`config.mk`:
```
export PLATFORM = sky130hd
export DESIGN_NAME = bdt_ctrl
export DESIGN_NICKNAME = d
export VERILOG_FILES = /design/src/include/bdt_pkg.sv /design/src/design/bdt_ctrl.sv
export VERILOG_INCLUDE_DIRS = /design/src /design/src/include
export SDC_FILE = /design/constraint.sdc
export NUM_CORES = 1
export LEC_CHECK = 0
export ABC_AREA = 1
export BUFFER_PORTS_ARGS = -buffer_cell sky130_fd_sc_hd__buf_2
export CAP_MARGIN = 10
export CORE_UTILIZATION = 53
export CTS_CLUSTER_DIAMETER = 30
export CTS_CLUSTER_SIZE = 8
export DETAILED_ROUTE_END_ITERATION = 6
export GPL_ROUTABILITY_DRIVEN = 0
export PLACE_DENSITY = 0.89
export SLEW_MARGIN = 15
export SYNTH_ARGS = -nofsm -noshare
export SYNTH_HDL_FRONTEND = slang
export SYNTH_SLANG_ARGS = --single-unit
```
`constraint.sdc`:
```
create_clock -name aclk -period 2.15 [get_ports aclk]
set_clock_uncertainty 0.1 [all_clocks]
set_input_delay 0.215 -clock aclk [delete_from_list [all_inputs] [get_ports aclk]]
set_output_delay 0.215 -clock aclk [all_outputs]
set_load 0.1 [all_outputs]
```
`src/include/bdt_defines.svh`:
```
`ifndef BDT_DEFINES_SVH
`define BDT_DEFINES_SVH

// Register byte offsets
`define BDT_OFS_CTRL 8'h00
`define BDT_OFS_ISTAT 8'h04
`define BDT_OFS_IMASK 8'h08
`define BDT_OFS_TSTAT 8'h0C

// Control field positions
`define BDT_BIT_FBB 23
`define BDT_BIT_PTO 24
`define BDT_BIT_STO 25
`define BDT_BIT_TOS 26
`define BDT_BIT_DERR 27
`define BDT_CTRL_LO 23
`define BDT_CTRL_HI 27
`define BDT_CTRL_RST 5'h00
`define BDT_IRQ_RST 2'h0

// Timeout figures in PCI clocks (one aclk per PCI clock)
`define BDT_TMO_LONG_CLKS 32768
`define BDT_TMO_SHORT_CLKS 1024

// AXI responses
`define BDT_RESP_OKAY 2'h0
`define BDT_RESP_SLVERR 2'h2

`endif

```
`src/include/bdt_pkg.sv`:
```
package bdt_pkg;
	typedef enum logic {
		BDT_IDLE = 1'b0,
		BDT_RUN = 1'b1
	} bdt_tmr_state_t;
endpackage

```
`src/design/bdt_ctrl.sv`:
```
// What this block does
// (RQ1) Fast back-to-back to different secondary targets only while its enable field is 1.
// (RQ2) Primary timeout field: 0 selects 2^15 clocks, 1 selects 2^10 clocks.
// (RQ3) Secondary timeout field: 0 selects 2^15 clocks, 1 selects 2^10 clocks.
// (RQ4) Timeout count starts as soon as a delayed transaction reaches queue head; a head in the same cycle as a repeat starts no count while a count is running.
// (RQ5) Initiator must repeat before expiry, otherwise the transaction is discarded.
// (RQ6) Either count expiring sets timeout status; software clears it writing one.
// (RQ7) Discard error enable set and a timer expiring asserts primary system error.
// (RQ8) Bits 31 to 28 of the control register always read as zero.
// (RQ9) Reset clears all control fields and the timeout status flag.
// (RQ10) A repeated request stops the count so the transaction is kept.
//
// The implementer's own choices: the placing of the registers and the AXI4-Lite interface to the registers.
`timescale 1ns/1ps
`include "bdt_defines.svh"

module bdt_ctrl #(
	parameter int TMO_LONG_CLKS = `BDT_TMO_LONG_CLKS,
	parameter int TMO_SHORT_CLKS = `BDT_TMO_SHORT_CLKS
) (
	input wire logic aclk,
	input wire logic aresetn,
	input wire logic [7:0] s_axi_awaddr,
	input wire logic s_axi_awvalid,
	output logic s_axi_awready,
	input wire logic [31:0] s_axi_wdata,
	input wire logic [3:0] s_axi_wstrb,
	input wire logic s_axi_wvalid,
	output logic s_axi_wready,
	output logic [1:0] s_axi_bresp,
	output logic s_axi_bvalid,
	input wire logic s_axi_bready,
	input wire logic [7:0] s_axi_araddr,
	input wire logic s_axi_arvalid,
	output logic s_axi_arready,
	output logic [31:0] s_axi_rdata,
	output logic [1:0] s_axi_rresp,
	output logic s_axi_rvalid,
	input wire logic s_axi_rready,
	input wire logic p_dly_head,
	input wire logic p_dly_repeat,
	output logic p_dly_discard,
	input wire logic s_dly_head,
	input wire logic s_dly_repeat,
	output logic s_dly_discard,
	output logic fbb_allow,
	output logic primary_system_error_n,
	output logic primary_system_error_oe_n,
	output logic irq
);

	function automatic logic [15:0] tmo_last(input logic short_sel);
		tmo_last = short_sel ? 16'(TMO_SHORT_CLKS - 1) : 16'(TMO_LONG_CLKS - 1);
	endfunction

	function automatic logic [31:0] lane_merge(input logic [31:0] old_v,
		input logic [31:0] new_v, input logic [3:0] strb);
		lane_merge = old_v;
		for (int b = 0; b < 4; b++) begin
			if (strb[b]) begin
				lane_merge[8*b +: 8] = new_v[8*b +: 8];
			end
		end
	endfunction

	// Control fields, bits 27..23 of the control word
	logic [4:0] ctrl_r, ctrl_nxt;
	logic [1:0] istat_r, istat_nxt;
	logic [1:0] imask_r, imask_nxt;

	// Bus slave state
	logic aw_have_r, aw_have_nxt;
	logic w_have_r, w_have_nxt;
	logic [7:0] awaddr_r, awaddr_nxt;
	logic [31:0] wdata_r, wdata_nxt;
	logic [3:0] wstrb_r, wstrb_nxt;
	logic bvalid_r, bvalid_nxt;
	logic [1:0] bresp_r, bresp_nxt;
	logic rvalid_r, rvalid_nxt;
	logic [1:0] rresp_r, rresp_nxt;
	logic [31:0] rdata_r, rdata_nxt;

	// Discard timers, index 0 primary, 1 secondary
	bdt_pkg::bdt_tmr_state_t tst_r [2];
	bdt_pkg::bdt_tmr_state_t tst_nxt [2];
	logic [15:0] tcnt_r [2];
	logic [15:0] tcnt_nxt [2];
	logic [1:0] head, rep, expire, tsel;
	logic [1:0] discard_r, discard_nxt;
	logic serr_r, serr_nxt;

	logic do_write;
	logic [31:0] ctrl_word;
	logic [31:0] wr_val;

	assign head = {s_dly_head, p_dly_head};
	assign rep = {s_dly_repeat, p_dly_repeat};
	assign tsel = {ctrl_r[`BDT_BIT_STO - `BDT_CTRL_LO], ctrl_r[`BDT_BIT_PTO - `BDT_CTRL_LO]};
	// Upper nibble and lower control bits are outside this block and read zero
	assign ctrl_word = {4'h0, ctrl_r, 23'h00_0000}; // RQ8
	assign do_write = aw_have_r && w_have_r && !bvalid_r;

	// Timer group
	always_comb begin
		expire = 2'b00;
		for (int i = 0; i < 2; i++) begin
			tst_nxt[i] = tst_r[i];
			tcnt_nxt[i] = tcnt_r[i];
			case (tst_r[i])
				bdt_pkg::BDT_IDLE: begin
					if (head[i]) begin
						tst_nxt[i] = bdt_pkg::BDT_RUN; // RQ4
						tcnt_nxt[i] = 16'h0000;
					end
				end
				bdt_pkg::BDT_RUN: begin
					if (rep[i]) begin
						// A repeat beats an expiry in the same cycle
						tst_nxt[i] = bdt_pkg::BDT_IDLE; // RQ10
					end else if (tcnt_r[i] >= tmo_last(tsel[i])) begin // RQ2 RQ3
						expire[i] = 1'b1; // RQ5
						tst_nxt[i] = head[i] ? bdt_pkg::BDT_RUN : bdt_pkg::BDT_IDLE;
						tcnt_nxt[i] = 16'h0000;
					end else if (head[i]) begin
						// A new head restarts the count for that transaction
						tcnt_nxt[i] = 16'h0000; // RQ4
					end else begin
						tcnt_nxt[i] = tcnt_r[i] + 16'h0001;
					end
				end
				default: tst_nxt[i] = bdt_pkg::BDT_IDLE;
			endcase
		end
		discard_nxt = expire; // RQ5
		serr_nxt = (|expire) && ctrl_r[`BDT_BIT_DERR - `BDT_CTRL_LO]; // RQ7
	end

	always_ff @(posedge aclk) begin
		if (!aresetn) begin
			for (int i = 0; i < 2; i++) begin
				tst_r[i] <= bdt_pkg::BDT_IDLE;
				tcnt_r[i] <= 16'h0000;
			end
			discard_r <= 2'b00;
			serr_r <= 1'b0;
		end else begin
			for (int i = 0; i < 2; i++) begin
				tst_r[i] <= tst_nxt[i];
				tcnt_r[i] <= tcnt_nxt[i];
			end
			discard_r <= discard_nxt;
			serr_r <= serr_nxt;
		end
	end

	// Register group
	always_comb begin
		ctrl_nxt = ctrl_r;
		istat_nxt = istat_r;
		imask_nxt = imask_r;
		wr_val = 32'h0000_0000;
		if (do_write) begin
			case (awaddr_r)
				`BDT_OFS_CTRL: begin
					wr_val = lane_merge(ctrl_word, wdata_r, wstrb_r);
					ctrl_nxt[`BDT_BIT_FBB - `BDT_CTRL_LO] = wr_val[`BDT_BIT_FBB];
					ctrl_nxt[`BDT_BIT_PTO - `BDT_CTRL_LO] = wr_val[`BDT_BIT_PTO];
					ctrl_nxt[`BDT_BIT_STO - `BDT_CTRL_LO] = wr_val[`BDT_BIT_STO];
					ctrl_nxt[`BDT_BIT_DERR - `BDT_CTRL_LO] = wr_val[`BDT_BIT_DERR];
					if (wstrb_r[3] && wdata_r[`BDT_BIT_TOS]) begin
						ctrl_nxt[`BDT_BIT_TOS - `BDT_CTRL_LO] = 1'b0; // RQ6
					end
				end
				`BDT_OFS_ISTAT: begin
					if (wstrb_r[0]) begin
						istat_nxt = istat_r & ~wdata_r[1:0];
					end
				end
				`BDT_OFS_IMASK: begin
					if (wstrb_r[0]) begin
						imask_nxt = wdata_r[1:0];
					end
				end
				default: wr_val = 32'h0000_0000;
			endcase
		end
		// Hardware set wins over a same-cycle software clear
		if (|expire) begin
			ctrl_nxt[`BDT_BIT_TOS - `BDT_CTRL_LO] = 1'b1; // RQ6
		end
		istat_nxt = istat_nxt | expire;
	end

	always_ff @(posedge aclk) begin
		if (!aresetn) begin
			ctrl_r <= `BDT_CTRL_RST; // RQ9
			istat_r <= `BDT_IRQ_RST;
			imask_r <= `BDT_IRQ_RST;
		end else begin
			ctrl_r <= ctrl_nxt;
			istat_r <= istat_nxt;
			imask_r <= imask_nxt;
		end
	end

	// Bus group: one write and one read in flight
	always_comb begin
		aw_have_nxt = aw_have_r;
		w_have_nxt = w_have_r;
		awaddr_nxt = awaddr_r;
		wdata_nxt = wdata_r;
		wstrb_nxt = wstrb_r;
		bvalid_nxt = bvalid_r;
		bresp_nxt = bresp_r;
		rvalid_nxt = rvalid_r;
		rresp_nxt = rresp_r;
		rdata_nxt = rdata_r;
		if (s_axi_awvalid && s_axi_awready) begin
			aw_have_nxt = 1'b1;
			awaddr_nxt = {s_axi_awaddr[7:2], 2'b00};
		end
		if (s_axi_wvalid && s_axi_wready) begin
			w_have_nxt = 1'b1;
			wdata_nxt = s_axi_wdata;
			wstrb_nxt = s_axi_wstrb;
		end
		if (do_write) begin
			aw_have_nxt = 1'b0;
			w_have_nxt = 1'b0;
			bvalid_nxt = 1'b1;
			case (awaddr_r)
				`BDT_OFS_CTRL, `BDT_OFS_ISTAT, `BDT_OFS_IMASK: bresp_nxt = `BDT_RESP_OKAY;
				default: bresp_nxt = `BDT_RESP_SLVERR;
			endcase
		end else if (bvalid_r && s_axi_bready) begin
			bvalid_nxt = 1'b0;
		end
		if (s_axi_arvalid && s_axi_arready) begin
			rvalid_nxt = 1'b1;
			rresp_nxt = `BDT_RESP_OKAY;
			case ({s_axi_araddr[7:2], 2'b00})
				`BDT_OFS_CTRL: rdata_nxt = ctrl_word;
				`BDT_OFS_ISTAT: rdata_nxt = {30'h0000_0000, istat_r};
				`BDT_OFS_IMASK: rdata_nxt = {30'h0000_0000, imask_r};
				`BDT_OFS_TSTAT: rdata_nxt = {30'h0000_0000, tst_r[1] == bdt_pkg::BDT_RUN,
					tst_r[0] == bdt_pkg::BDT_RUN};
				default: begin
					rdata_nxt = 32'h0000_0000;
					rresp_nxt = `BDT_RESP_SLVERR;
				end
			endcase
		end else if (rvalid_r && s_axi_rready) begin
			rvalid_nxt = 1'b0;
		end
	end

	always_ff @(posedge aclk) begin
		if (!aresetn) begin
			aw_have_r <= 1'b0;
			w_have_r <= 1'b0;
			awaddr_r <= 8'h00;
			wdata_r <= 32'h0000_0000;
			wstrb_r <= 4'h0;
			bvalid_r <= 1'b0;
			bresp_r <= `BDT_RESP_OKAY;
			rvalid_r <= 1'b0;
			rresp_r <= `BDT_RESP_OKAY;
			rdata_r <= 32'h0000_0000;
		end else begin
			aw_have_r <= aw_have_nxt;
			w_have_r <= w_have_nxt;
			awaddr_r <= awaddr_nxt;
			wdata_r <= wdata_nxt;
			wstrb_r <= wstrb_nxt;
			bvalid_r <= bvalid_nxt;
			bresp_r <= bresp_nxt;
			rvalid_r <= rvalid_nxt;
			rresp_r <= rresp_nxt;
			rdata_r <= rdata_nxt;
		end
	end

	assign s_axi_awready = !aw_have_r && !bvalid_r;
	assign s_axi_wready = !w_have_r && !bvalid_r;
	assign s_axi_bvalid = bvalid_r;
	assign s_axi_bresp = bresp_r;
	assign s_axi_arready = !rvalid_r;
	assign s_axi_rvalid = rvalid_r;
	assign s_axi_rresp = rresp_r;
	assign s_axi_rdata = rdata_r;

	assign fbb_allow = ctrl_r[`BDT_BIT_FBB - `BDT_CTRL_LO]; // RQ1
	assign p_dly_discard = discard_r[0];
	assign s_dly_discard = discard_r[1];
	// Open-drain style: value is always low, enable low only while pulling
	assign primary_system_error_n = 1'b0;
	assign primary_system_error_oe_n = !serr_r; // RQ7
	assign irq = |(istat_r & imask_r);
endmodule

```
# Yosys cells after proc, flatten, opt, wreduce, memory -nomap -nowiden
# Memories as Yosys holds them, arrays and structs flattened.
# Cells that the tools add are included.
[op_classes]
addsub = 2
n_mul = 0
div_mod_pow = 0
magnitude_cmp = 2
n_eq_ne = 5
n_shift = 0
mux = 48
bitwise = 11
n_reduce_logical = 32
[op_table]
columns = ["op", "n"]
rows = [
  ["$mux W16", 10],
  ["$pmux W28 S4", 1],
  ["$pmux W16 S2", 2],
  ["$add A16 B1 Y16 const B", 2],
  ["$ge A16 B15 Y1", 2],
  ["$mux W15", 2],
  ["$mux W1", 22],
  ["$eq A6 B2 Y1 const B", 3],
  ["$eq A6 B1 Y1 const B", 2],
  ["$mux W2", 6],
  ["$reduce_and A3 Y1", 4],
  ["$logic_and A1 B1 Y1", 11],
  ["$reduce_bool A2 Y1", 5],
  ["$logic_not A8 Y1", 1],
  ["$mux W4", 2],
  ["$mux W8", 1],
  ["$logic_not A6 Y1", 1],
  ["$reduce_or A2 Y1", 3],
  ["$logic_not A1 Y1", 5],
  ["$and A2 B2 Y2", 2],
  ["$or A1 B1 Y1", 4],
  ["$pmux W1 S2", 2],
  ["$reduce_or A4 Y1", 1],
  ["$not A1 Y1", 3],
  ["3 further kinds", 3],
]
[totals]
register_bits = 90
latchBits = 0
mem_bits_rw = 34
mem_bits_ro = 0
out_inout_bits = 47
elab_cells = 119
n_memories = 2
[mem_list]
columns = ["memory", "depth", "width", "rd", "rd_ports_with_merged_regs", "wr", "line", "rtl"]
rows = [
  ["tcnt_r", 2, 16, 2, 0, 2, "bdt_ctrl.sv:86", "logic [15:0] tcnt_r [2];"],
  ["tst_r", 2, 1, 2, 0, 2, "bdt_ctrl.sv:84", "bdt_pkg::bdt_tmr_state_t tst_r [2];"],
]

# Depth between registers and ports, before layout
# Gate-level depths: netlist (run 1).
[logic_depth]
ltp_word = 8
depth_mapped = 11

# Worst setup path after synthesis (run 1)
# OpenSTA, ideal clock, no wires.
[synth_path]
path_type = "reg-to-reg"
from = "register bvalid_r, in the netlist s_axi_bvalid"
to = "register wdata_r[1]"
setup_time_ns = 0.116
arrival_time_ns = 2.978
required_ns = 1.934
path_slack_ns = -1.043
stages_incl_launch_ff = 6
path_buffers = 1
period_less_slack_ns = 3.193
path_cell_list = "dfxtp_1 -> nor2_1 -> nand2_1 -> buf_2 -> o21ai_0 -> nor2_1"
[synth_via]
elab_chain_len = 3
[synth_rtl]
columns = ["element", "line", "rtl"]
rows = [
  ["start, declared", "bdt_ctrl.sv:77", "logic bvalid_r, bvalid_nxt;"],
  ["start signal, assigned", "bdt_ctrl.sv:275", "bvalid_r <= bvalid_nxt;"],
  ["$logic_not A1 Y1", "bdt_ctrl.sv:284", "assign s_axi_wready = !w_have_r && !bvalid_r;"],
  ["$logic_and A1 B1 Y1", "bdt_ctrl.sv:284", ""],
  ["net s_axi_wready", "bdt_ctrl.sv:29", "output logic s_axi_wready,"],
  ["$logic_and A1 B1 Y1", "bdt_ctrl.sv:222", "if (s_axi_wvalid && s_axi_wready) begin"],
  ["end signal, assigned", "bdt_ctrl.sv:273", "wdata_r <= wdata_nxt;"],
  ["end, declared", "bdt_ctrl.sv:75", "logic [31:0] wdata_r, wdata_nxt;"],
]
# The timed path passes the listed nets, and every way through them passes these cells.
# A chain may end at the register's enable or synchronous reset.

# Worst setup path after layout (run 1)
[layout_path]
from = "register ctrl_r[1]"
to = "register ctrl_r[3]"
[layout_via]
elab_chain_len = 8
word_cells_on_any_way = 11
cone_classes = "1 x order compare; 5 x mux; 5 x reduce/logical"
[layout_rtl]
columns = ["element", "line", "rtl"]
rows = [
  ["start, declared", "bdt_ctrl.sv:67", "logic [4:0] ctrl_r, ctrl_nxt;"],
  ["start signal, assigned", "bdt_ctrl.sv:196", "ctrl_r <= `BDT_CTRL_RST;"],
  ["start signal, assigned", "bdt_ctrl.sv:200", "ctrl_r <= ctrl_nxt;"],
  ["$mux W15 (*)", "bdt_ctrl.sv:53", "tmo_last = short_sel ? 16'(TMO_SHORT_CLKS - 1) : 16'(TMO_LONG_CLKS - 1);"],
  ["$ge A16 B15 Y1 (*)", "bdt_ctrl.sv:120", "end else if (tcnt_r[i] >= tmo_last(tsel[i])) begin"],
  ["$mux W1 (*)", "bdt_ctrl.sv:120", ""],
  ["$mux W1 (*)", "bdt_ctrl.sv:117", "if (rep[i]) begin"],
  ["$mux W1 (*)", "bdt_ctrl.sv:109", "case (tst_r[i])"],
  ["$reduce_or A2 Y1 (*)", "bdt_ctrl.sv:188", "if (|expire) begin"],
  ["$reduce_bool A2 Y1 (no source line)", "-", ""],
  ["$reduce_and A3 Y1 (no source line)", "-", ""],
]
# Every way passes the cells marked *; elsewhere a longest branch is shown, timed or not.

==> results of run 1 <==
[final cells by class]
cell class                      instances  share of cell area [%]
Multi-Input combinational cell        439                    48.4
Sequential cell                        75                    33.2
Timing Repair Buffer                   56                    6.50
Inverter                               63                    5.29
Clock buffer                           11                    3.33
Tap cell                               99                    2.73
Clock inverter                          4                   0.579
[how the worst max path moves through the flow]
stage	from	endpoint	slack, ns	cells after the start
floorplan	s_axi_rvalid$_SDFFE_PN0P_	s_axi_rresp[1]$_SDFFE_PN0P_	0.13	6
global placement	ctrl_r[1]$_SDFFE_PN0P_	tcnt_r[0][10]$_SDFFE_PN0P_	0.35	9
detailed placement	ctrl_r[1]$_SDFFE_PN0P_	tcnt_r[0][10]$_SDFFE_PN0P_	0.26	9
CTS	ctrl_r[1]$_SDFFE_PN0P_	tcnt_r[0][10]$_SDFFE_PN0P_	0.23	9
global route	ctrl_r[2]$_SDFFE_PN0P_	tcnt_r[0][18]$_SDFFE_PN0P_	0.07	10
finish	ctrl_r[1]$_SDFFE_PN0P_	ctrl_r[3]$_SDFFE_PN0P_	0.22	9
[state kept, by name, indices dropped and copies added (netlist names)]
name and cells:
istat_r 2, s_axi_rvalid 1, s_axi_rresp 1, aw_have_r 1, ctrl_r 5, s_axi_bresp 1, s_axi_rdata 7, tst_r 2
serr_r 1, w_have_r 1, wdata_r 7, tcnt_r 32, imask_r 2, wstrb_r 3, s_axi_bvalid 1, awaddr_r 6
discard_r 2
[cell usage after synthesis, drive strengths merged]
library cell,instances,share of area (%)
conb,1,0.092
xnor2,2,0.43
clkinv,1,0.092
a31o,1,0.21
clkbuf,5,0.46
nand4,18,2.7
nand2,122,12
xor2,2,0.43
o21a,1,0.18
nor4,1,0.52
nor2,89,9.4
nand3,44,5.9
a22o,1,0.21
buf,36,6.3
or2,3,0.46
nand3b,3,0.55
ha,12,3.7
a21oi,53,6.6
dfxtp,75,37
o21bai,1,0.18
inv,62,5.7
o21ai,46,5.6
o31ai,1,0.18
nor3,11,1.9
[cells by family (layout without fill, tap and decap cells)]
kind of cell / after synthesis / in the layout / synth area share, %
DFF: 75 / 75 / 36.7
and+or+nand+nor: 291 / 291 / 33.0
adders and majority gates: 12 / 12 / 3.67
other: 1 / 28 / 0.0915
xor gates and xnor gates: 4 / 4 / 0.855
buffers and inverters: 104 / 134 / 12.5
AOI/OAI and AO/OA: 104 / 104 / 13.2
[worst register-to-register path, delay by kind of cell (launching register included)]
| family | cells | cell delay, ns |
|---|---|---|
| DFF | 1 | 0.53 |
| and+or+nand+nor | 6 | 0.52 |
| AOI/OAI and AO/OA | 1 | 0.34 |
| adders and majority gates | 1 | 0.29 |
| buffers and inverters | 1 | 0.05 |
[per-layer routing]
metal  track usage [%]  vias up  wire, um
li1                  -     1979         -
met5                 0        -         0
met4              10.9        0       183
met2              41.0      122      4560
met3              4.48       21       555
met1              29.2     1750      4190
[metrics by stage]
| step | instance area (um2) | util, % |
|---|---|---|
| after global routing | 4540 | 61.6 |
| after detailed placement | 4350 | 59.1 |
| after floorplan | 4220 | - |
| after global placement | 4350 | 59.1 |
| after CTS | 4540 | 61.6 |
| final | 4540 | 61.6 |
[where the power goes]
group | switching, W | internal (W) | total [W]
sequential | 0.0000298 | 0.00144 | 0.00147
clock | 0.000539 | 0.000474 | 0.00101
combinational | 0.000516 | 0.0000936 | 0.000609
==> impl_metrics.ini, run 1 <==
[die]
core_area_um2 = 7370
die_w_um = 89.9
fp.dieArea_um2 = 8080
die_h_um = 89.9
io-pin-count = 110
initial_core_util_pct = 55.6
num_rows = 31

[clock_network]
hold_buffers = 1
post-cts-setup-buffer-count = 0
post_cts_resized = 0
clockBufferDepth = 2
clk_latency_ns = 0.36
cts_buffers = 9
cts_tree = built
clock_sinks = 75
cts-root-buf = clkbuf_8
clk_pin_slew_ns = 0.08
htreeDepth = 3

[sta]
hold_viol_final = 0
drv_slew = 0
holdWs_ns = 0.00911
setup_violations = 0
finalCritPeriodShare_pct = 89.8
fmax_mhz = 518
layout_min_cycle_time_ns = 1.93
max_slew_margin_pct = 65.9
rsz0062_at_grt = false
fin_setup_tns_ns = 0
setup_ws_ns = 0.220
tightest_slew_ns = 0.514

[min_path]
hold_class = in -> reg
worstHoldPathCells = 3
holdPathEnd = awaddr_r[7]$_SDFFE_PN0P_
hold_start = s_axi_awaddr[7]

[status]
status = finished, final reports clean

[place]
dp_slack_ns = 0.256
port_buffers = 51
place_inst = 731
dpl.hpwl_mm = 6.59

[synthesis]
ys_seq_area_share_pct = 36.7
yosys.cell_types.count = 37
yosys_warnings = 0
syn_area_per_cell_um2 = 6.93
syn_area_um2 = 4100
syn_inst = 591
ys_ff_latch = 75

[worst_setup_path]
cp_top_family = flip-flops
r2r-end = ctrl_r[3]$_SDFFE_PN0P_
cp-start-kind = flip-flop
crit_chain = ha_1 -> nand2_1 -> nor2_1 -> nand2_1 -> nand3_2 -> o21ai_1 -> nand3_1 -> nand2_1 -> inv_1
crit_required_ns = 2.31
cp_max_fo = 7
cp_num_buf_inv = 1
reg2reg_from = ctrl_r[1]$_SDFFE_PN0P_
worstSetupPathType = reg -> reg
r2r.worst_path.cells = 9
cpPeakStageDelay_ns = 0.53
path_common_cell = nand2_1
critPathSlowestCell = dfxtp_1
worstSetupEndpointType = flip-flop
arrival_ns = 2.09
rrSetupSlack_ns = 0.22

[power_and_ir_drop]
leakage_nw = 1.91
total_power_w = 0.00309
power_density_nw_per_um2 = 680
ir_worst_vdd_mv = 0.386

[final_layout]
layout_common_cells = 117 x nand2_1, 76 x nor2_1, 73 x dfxtp_1
syn_to_final_growth_pct = 10.9
stdcell_count = 747
n_antenna_cell = 0
seq_area_um2 = 1510
final_common_cell = nand2_1
fin_nets = 719
layout-drive-gt1-share_pct = 16.5
n_fill_cell = 660
multi_input_area_um2 = 2200

[drt]
num_vias = 3872
post_drt_via_cell_ratio = 5.18
drt-total-wl_mm = 9.48
ant_nets = 0
post_drt_wl_per_cell_um = 12.7
drt_iter0_markers = 287
drc = 0
dr.pass1.iters = 5

[global_route]
grt_pass1_wl_mm = 15.8
grt_usage_pct = 24.0
first_global_vias = 3572
grt_max_degree = 49
grt_overflow = 0
antenna_found_initial = 0

[flow_run]
drv_cap = 0
(Power assumes the default switching activity.)
==> inputs of run 2 (changes only) <==
Settings changed: CORE_UTILIZATION 53 to 45, PLACE_DENSITY 0.89 to 0.79.
==> impl_metrics.ini, run 2 (synthesis results as in run 1) <==
[worst_setup_path]
cp-start-kind = flip-flop
cp_top_family = flip-flops
arrival_ns = 2.08
crit_chain = ha_1 -> nand2_1 -> nor2_1 -> nand2_1 -> nand3_2 -> o21ai_1 -> nand3_1 -> nand2_1 -> inv_1
r2r.worst_path.cells = 9
worstSetupEndpointType = flip-flop
cp_num_buf_inv = 1
cpPeakStageDelay_ns = 0.50
cp.depth = 9
crit_required_ns = 2.31
worstSetupPathType = reg -> reg
critPathSlowestCell = dfxtp_1
path_common_cell = nand2_1
cp_max_fo = 7

[final_layout]
layout_common_cells = 117 x nand2_1, 76 x nor2_1, 73 x dfxtp_1
stdcell_count = 761
top_register = tcnt_r
layout-drive-gt1-share_pct = 16.5
n_antenna_cell = 0
largest_register_ffs = 32
final_common_cell = nand2_1
syn_to_final_growth_pct = 13.6
fin_nets = 723
n_fill_cell = 819
final_cell_area_um2 = 4650

[drt]
post_drt_wl_per_cell_um = 12.5
num_vias = 3938
ant_nets = 0
drc = 0
dr.pass1.iters = 5
drt-total-wl_mm = 9.50
post_drt_via_cell_ratio = 5.17
drt_iter0_markers = 243

[die]
fp.dieArea_um2 = 9490
io-pin-count = 110
num_rows = 34
core_area_um2 = 8760
die_h_um = 97.4
die_w_um = 97.4
initial_core_util_pct = 46.7

[clock_network]
clockBufferDepth = 2
post_cts_resized = 0
clk_pin_slew_ns = 0.08
clock_sinks = 75
clk_latency_ns = 0.36
cts_tree = built
cts_buffers = 9
cts-root-buf = clkbuf_8
htreeDepth = 3

[global_route]
busiest_layer = met2
grt_pass1_wl_mm = 16.1
grt_usage_pct = 20.8
grt_max_degree = 49
grtUsageMet1_pct = 25.4
antenna_found_initial = 0
first_global_vias = 3650
globalRouteMet3Util_pct = 5.47
grt_use_met2_pct = 34.6
grt_overflow = 0

[sta]
finalCritPeriodShare_pct = 89.4
max_slew_margin_pct = 63.8
setup_violations = 0
layout_min_cycle_time_ns = 1.92
fmax_mhz = 520
holdWs_ns = 0.0191
fin_setup_tns_ns = 0
tightest_slew_ns = 0.539
drv_slew = 0
hold_viol_final = 0
rsz0062_at_grt = false

[power_and_ir_drop]
p_switching_w = 0.00107
leakage_nw = 1.96
combPwrFrac_pct = 18.1
sw_frac_of_total_pct = 31.4
power_density_nw_per_um2 = 731
ir_worst_vdd_mv = 0.580
p_clk_share_pct = 38.8
total_power_w = 0.00340
power.share.sequential_pct = 43.1
cellInternalPower_w = 0.00233

[flow_run]
drv_cap = 0

[min_path]
hold_class = in -> reg
worstHoldPathCells = 3

[place]
dpl.hpwl_mm = 6.69
port_buffers = 51
place_area_um2 = 4370
place_inst = 741

[status]
status = finished, final reports clean
## run 2: cell count changes in the layout (fill, tap and decap cells not counted)
| cell | delta |
|---|---|
| dlygate4sd3_1 | +3 |
| buf_4 | +1 |
| bufinv_16 | +3 |
| clkbuf_8 | -1 |
| clkinvlp_4 | -1 |
| clkbuf_1 | +1 |
| clkinv_4 | -1 |
## run 2: cell type report
cell class                 count  area (um2)  share of cell area [%]
clock buffer                  11         141                    3.04
clock inverter                 5         100                    2.15
tap                          108         135                    2.90
multi-input combinational    439        2200                    47.2
sequential                    75        1510                    32.4
inverter                      63         240                    5.16
timing repair buffer          60         333                    7.15
## run 2: path summary, 6_finish.rpt
path                                  from                        to  slack, ns
setup / recovery    ctrl_r[1]$_SDFFE_PN0P_    ctrl_r[3]$_SDFFE_PN0P_       0.23
hold / removal             s_axi_awaddr[7]  awaddr_r[7]$_SDFFE_PN0P_       0.02
setup reg to reg    ctrl_r[1]$_SDFFE_PN0P_    ctrl_r[3]$_SDFFE_PN0P_       0.23
hold reg to reg   wdata_r[23]$_SDFFE_PN0P_    ctrl_r[0]$_SDFFE_PN0P_       0.36
## run 2: power by group through the flow
| stage | clock network [W] | registers (W) | logic (W) |
|---|---|---|---|
| after detailed placement | 0 | 0.00150 | 0.000604 |
| after global placement | 0 | 0.00150 | 0.000595 |
| after floorplan | 0 | 0.00157 | 0.000470 |
| after CTS | 0.00134 | 0.00147 | 0.000612 |
| after global routing | 0.00141 | 0.00147 | 0.000656 |
| final | 0.00132 | 0.00147 | 0.000614 |
## run 2: metrics by stage
step | util, % | setup WS (ns)
after CTS | 53.1 | 0.234
final | 53.1 | 0.228
after global placement | 49.9 | 0.298
after global routing | 53.1 | 0.0888
after detailed placement | 49.9 | 0.263
after floorplan | - | 0.131
## run 2: worst register-to-register path: stages, from the launching register on
cell     delay, ns
dfxtp_1       0.50
ha_1          0.29
nand2_1       0.09
nor2_1        0.06
nand2_1       0.07
nand3_2       0.09
o21ai_1       0.39
nand3_1       0.12
nand2_1       0.07
inv_1         0.04
## run 2: per-layer routing
layer  wire length (um)  share of wire [%]
met5                  0                  0
met4                180                1.9
met2               4580                 48
met1               4140                 44
met3                593                6.2
## run 2: repair_timing
item / 4_1_cts / 5_1_grt
endpoints found under the hold margin: 4 / 0
hold buffers: 4 / 0
setup buffers: 0 / 0
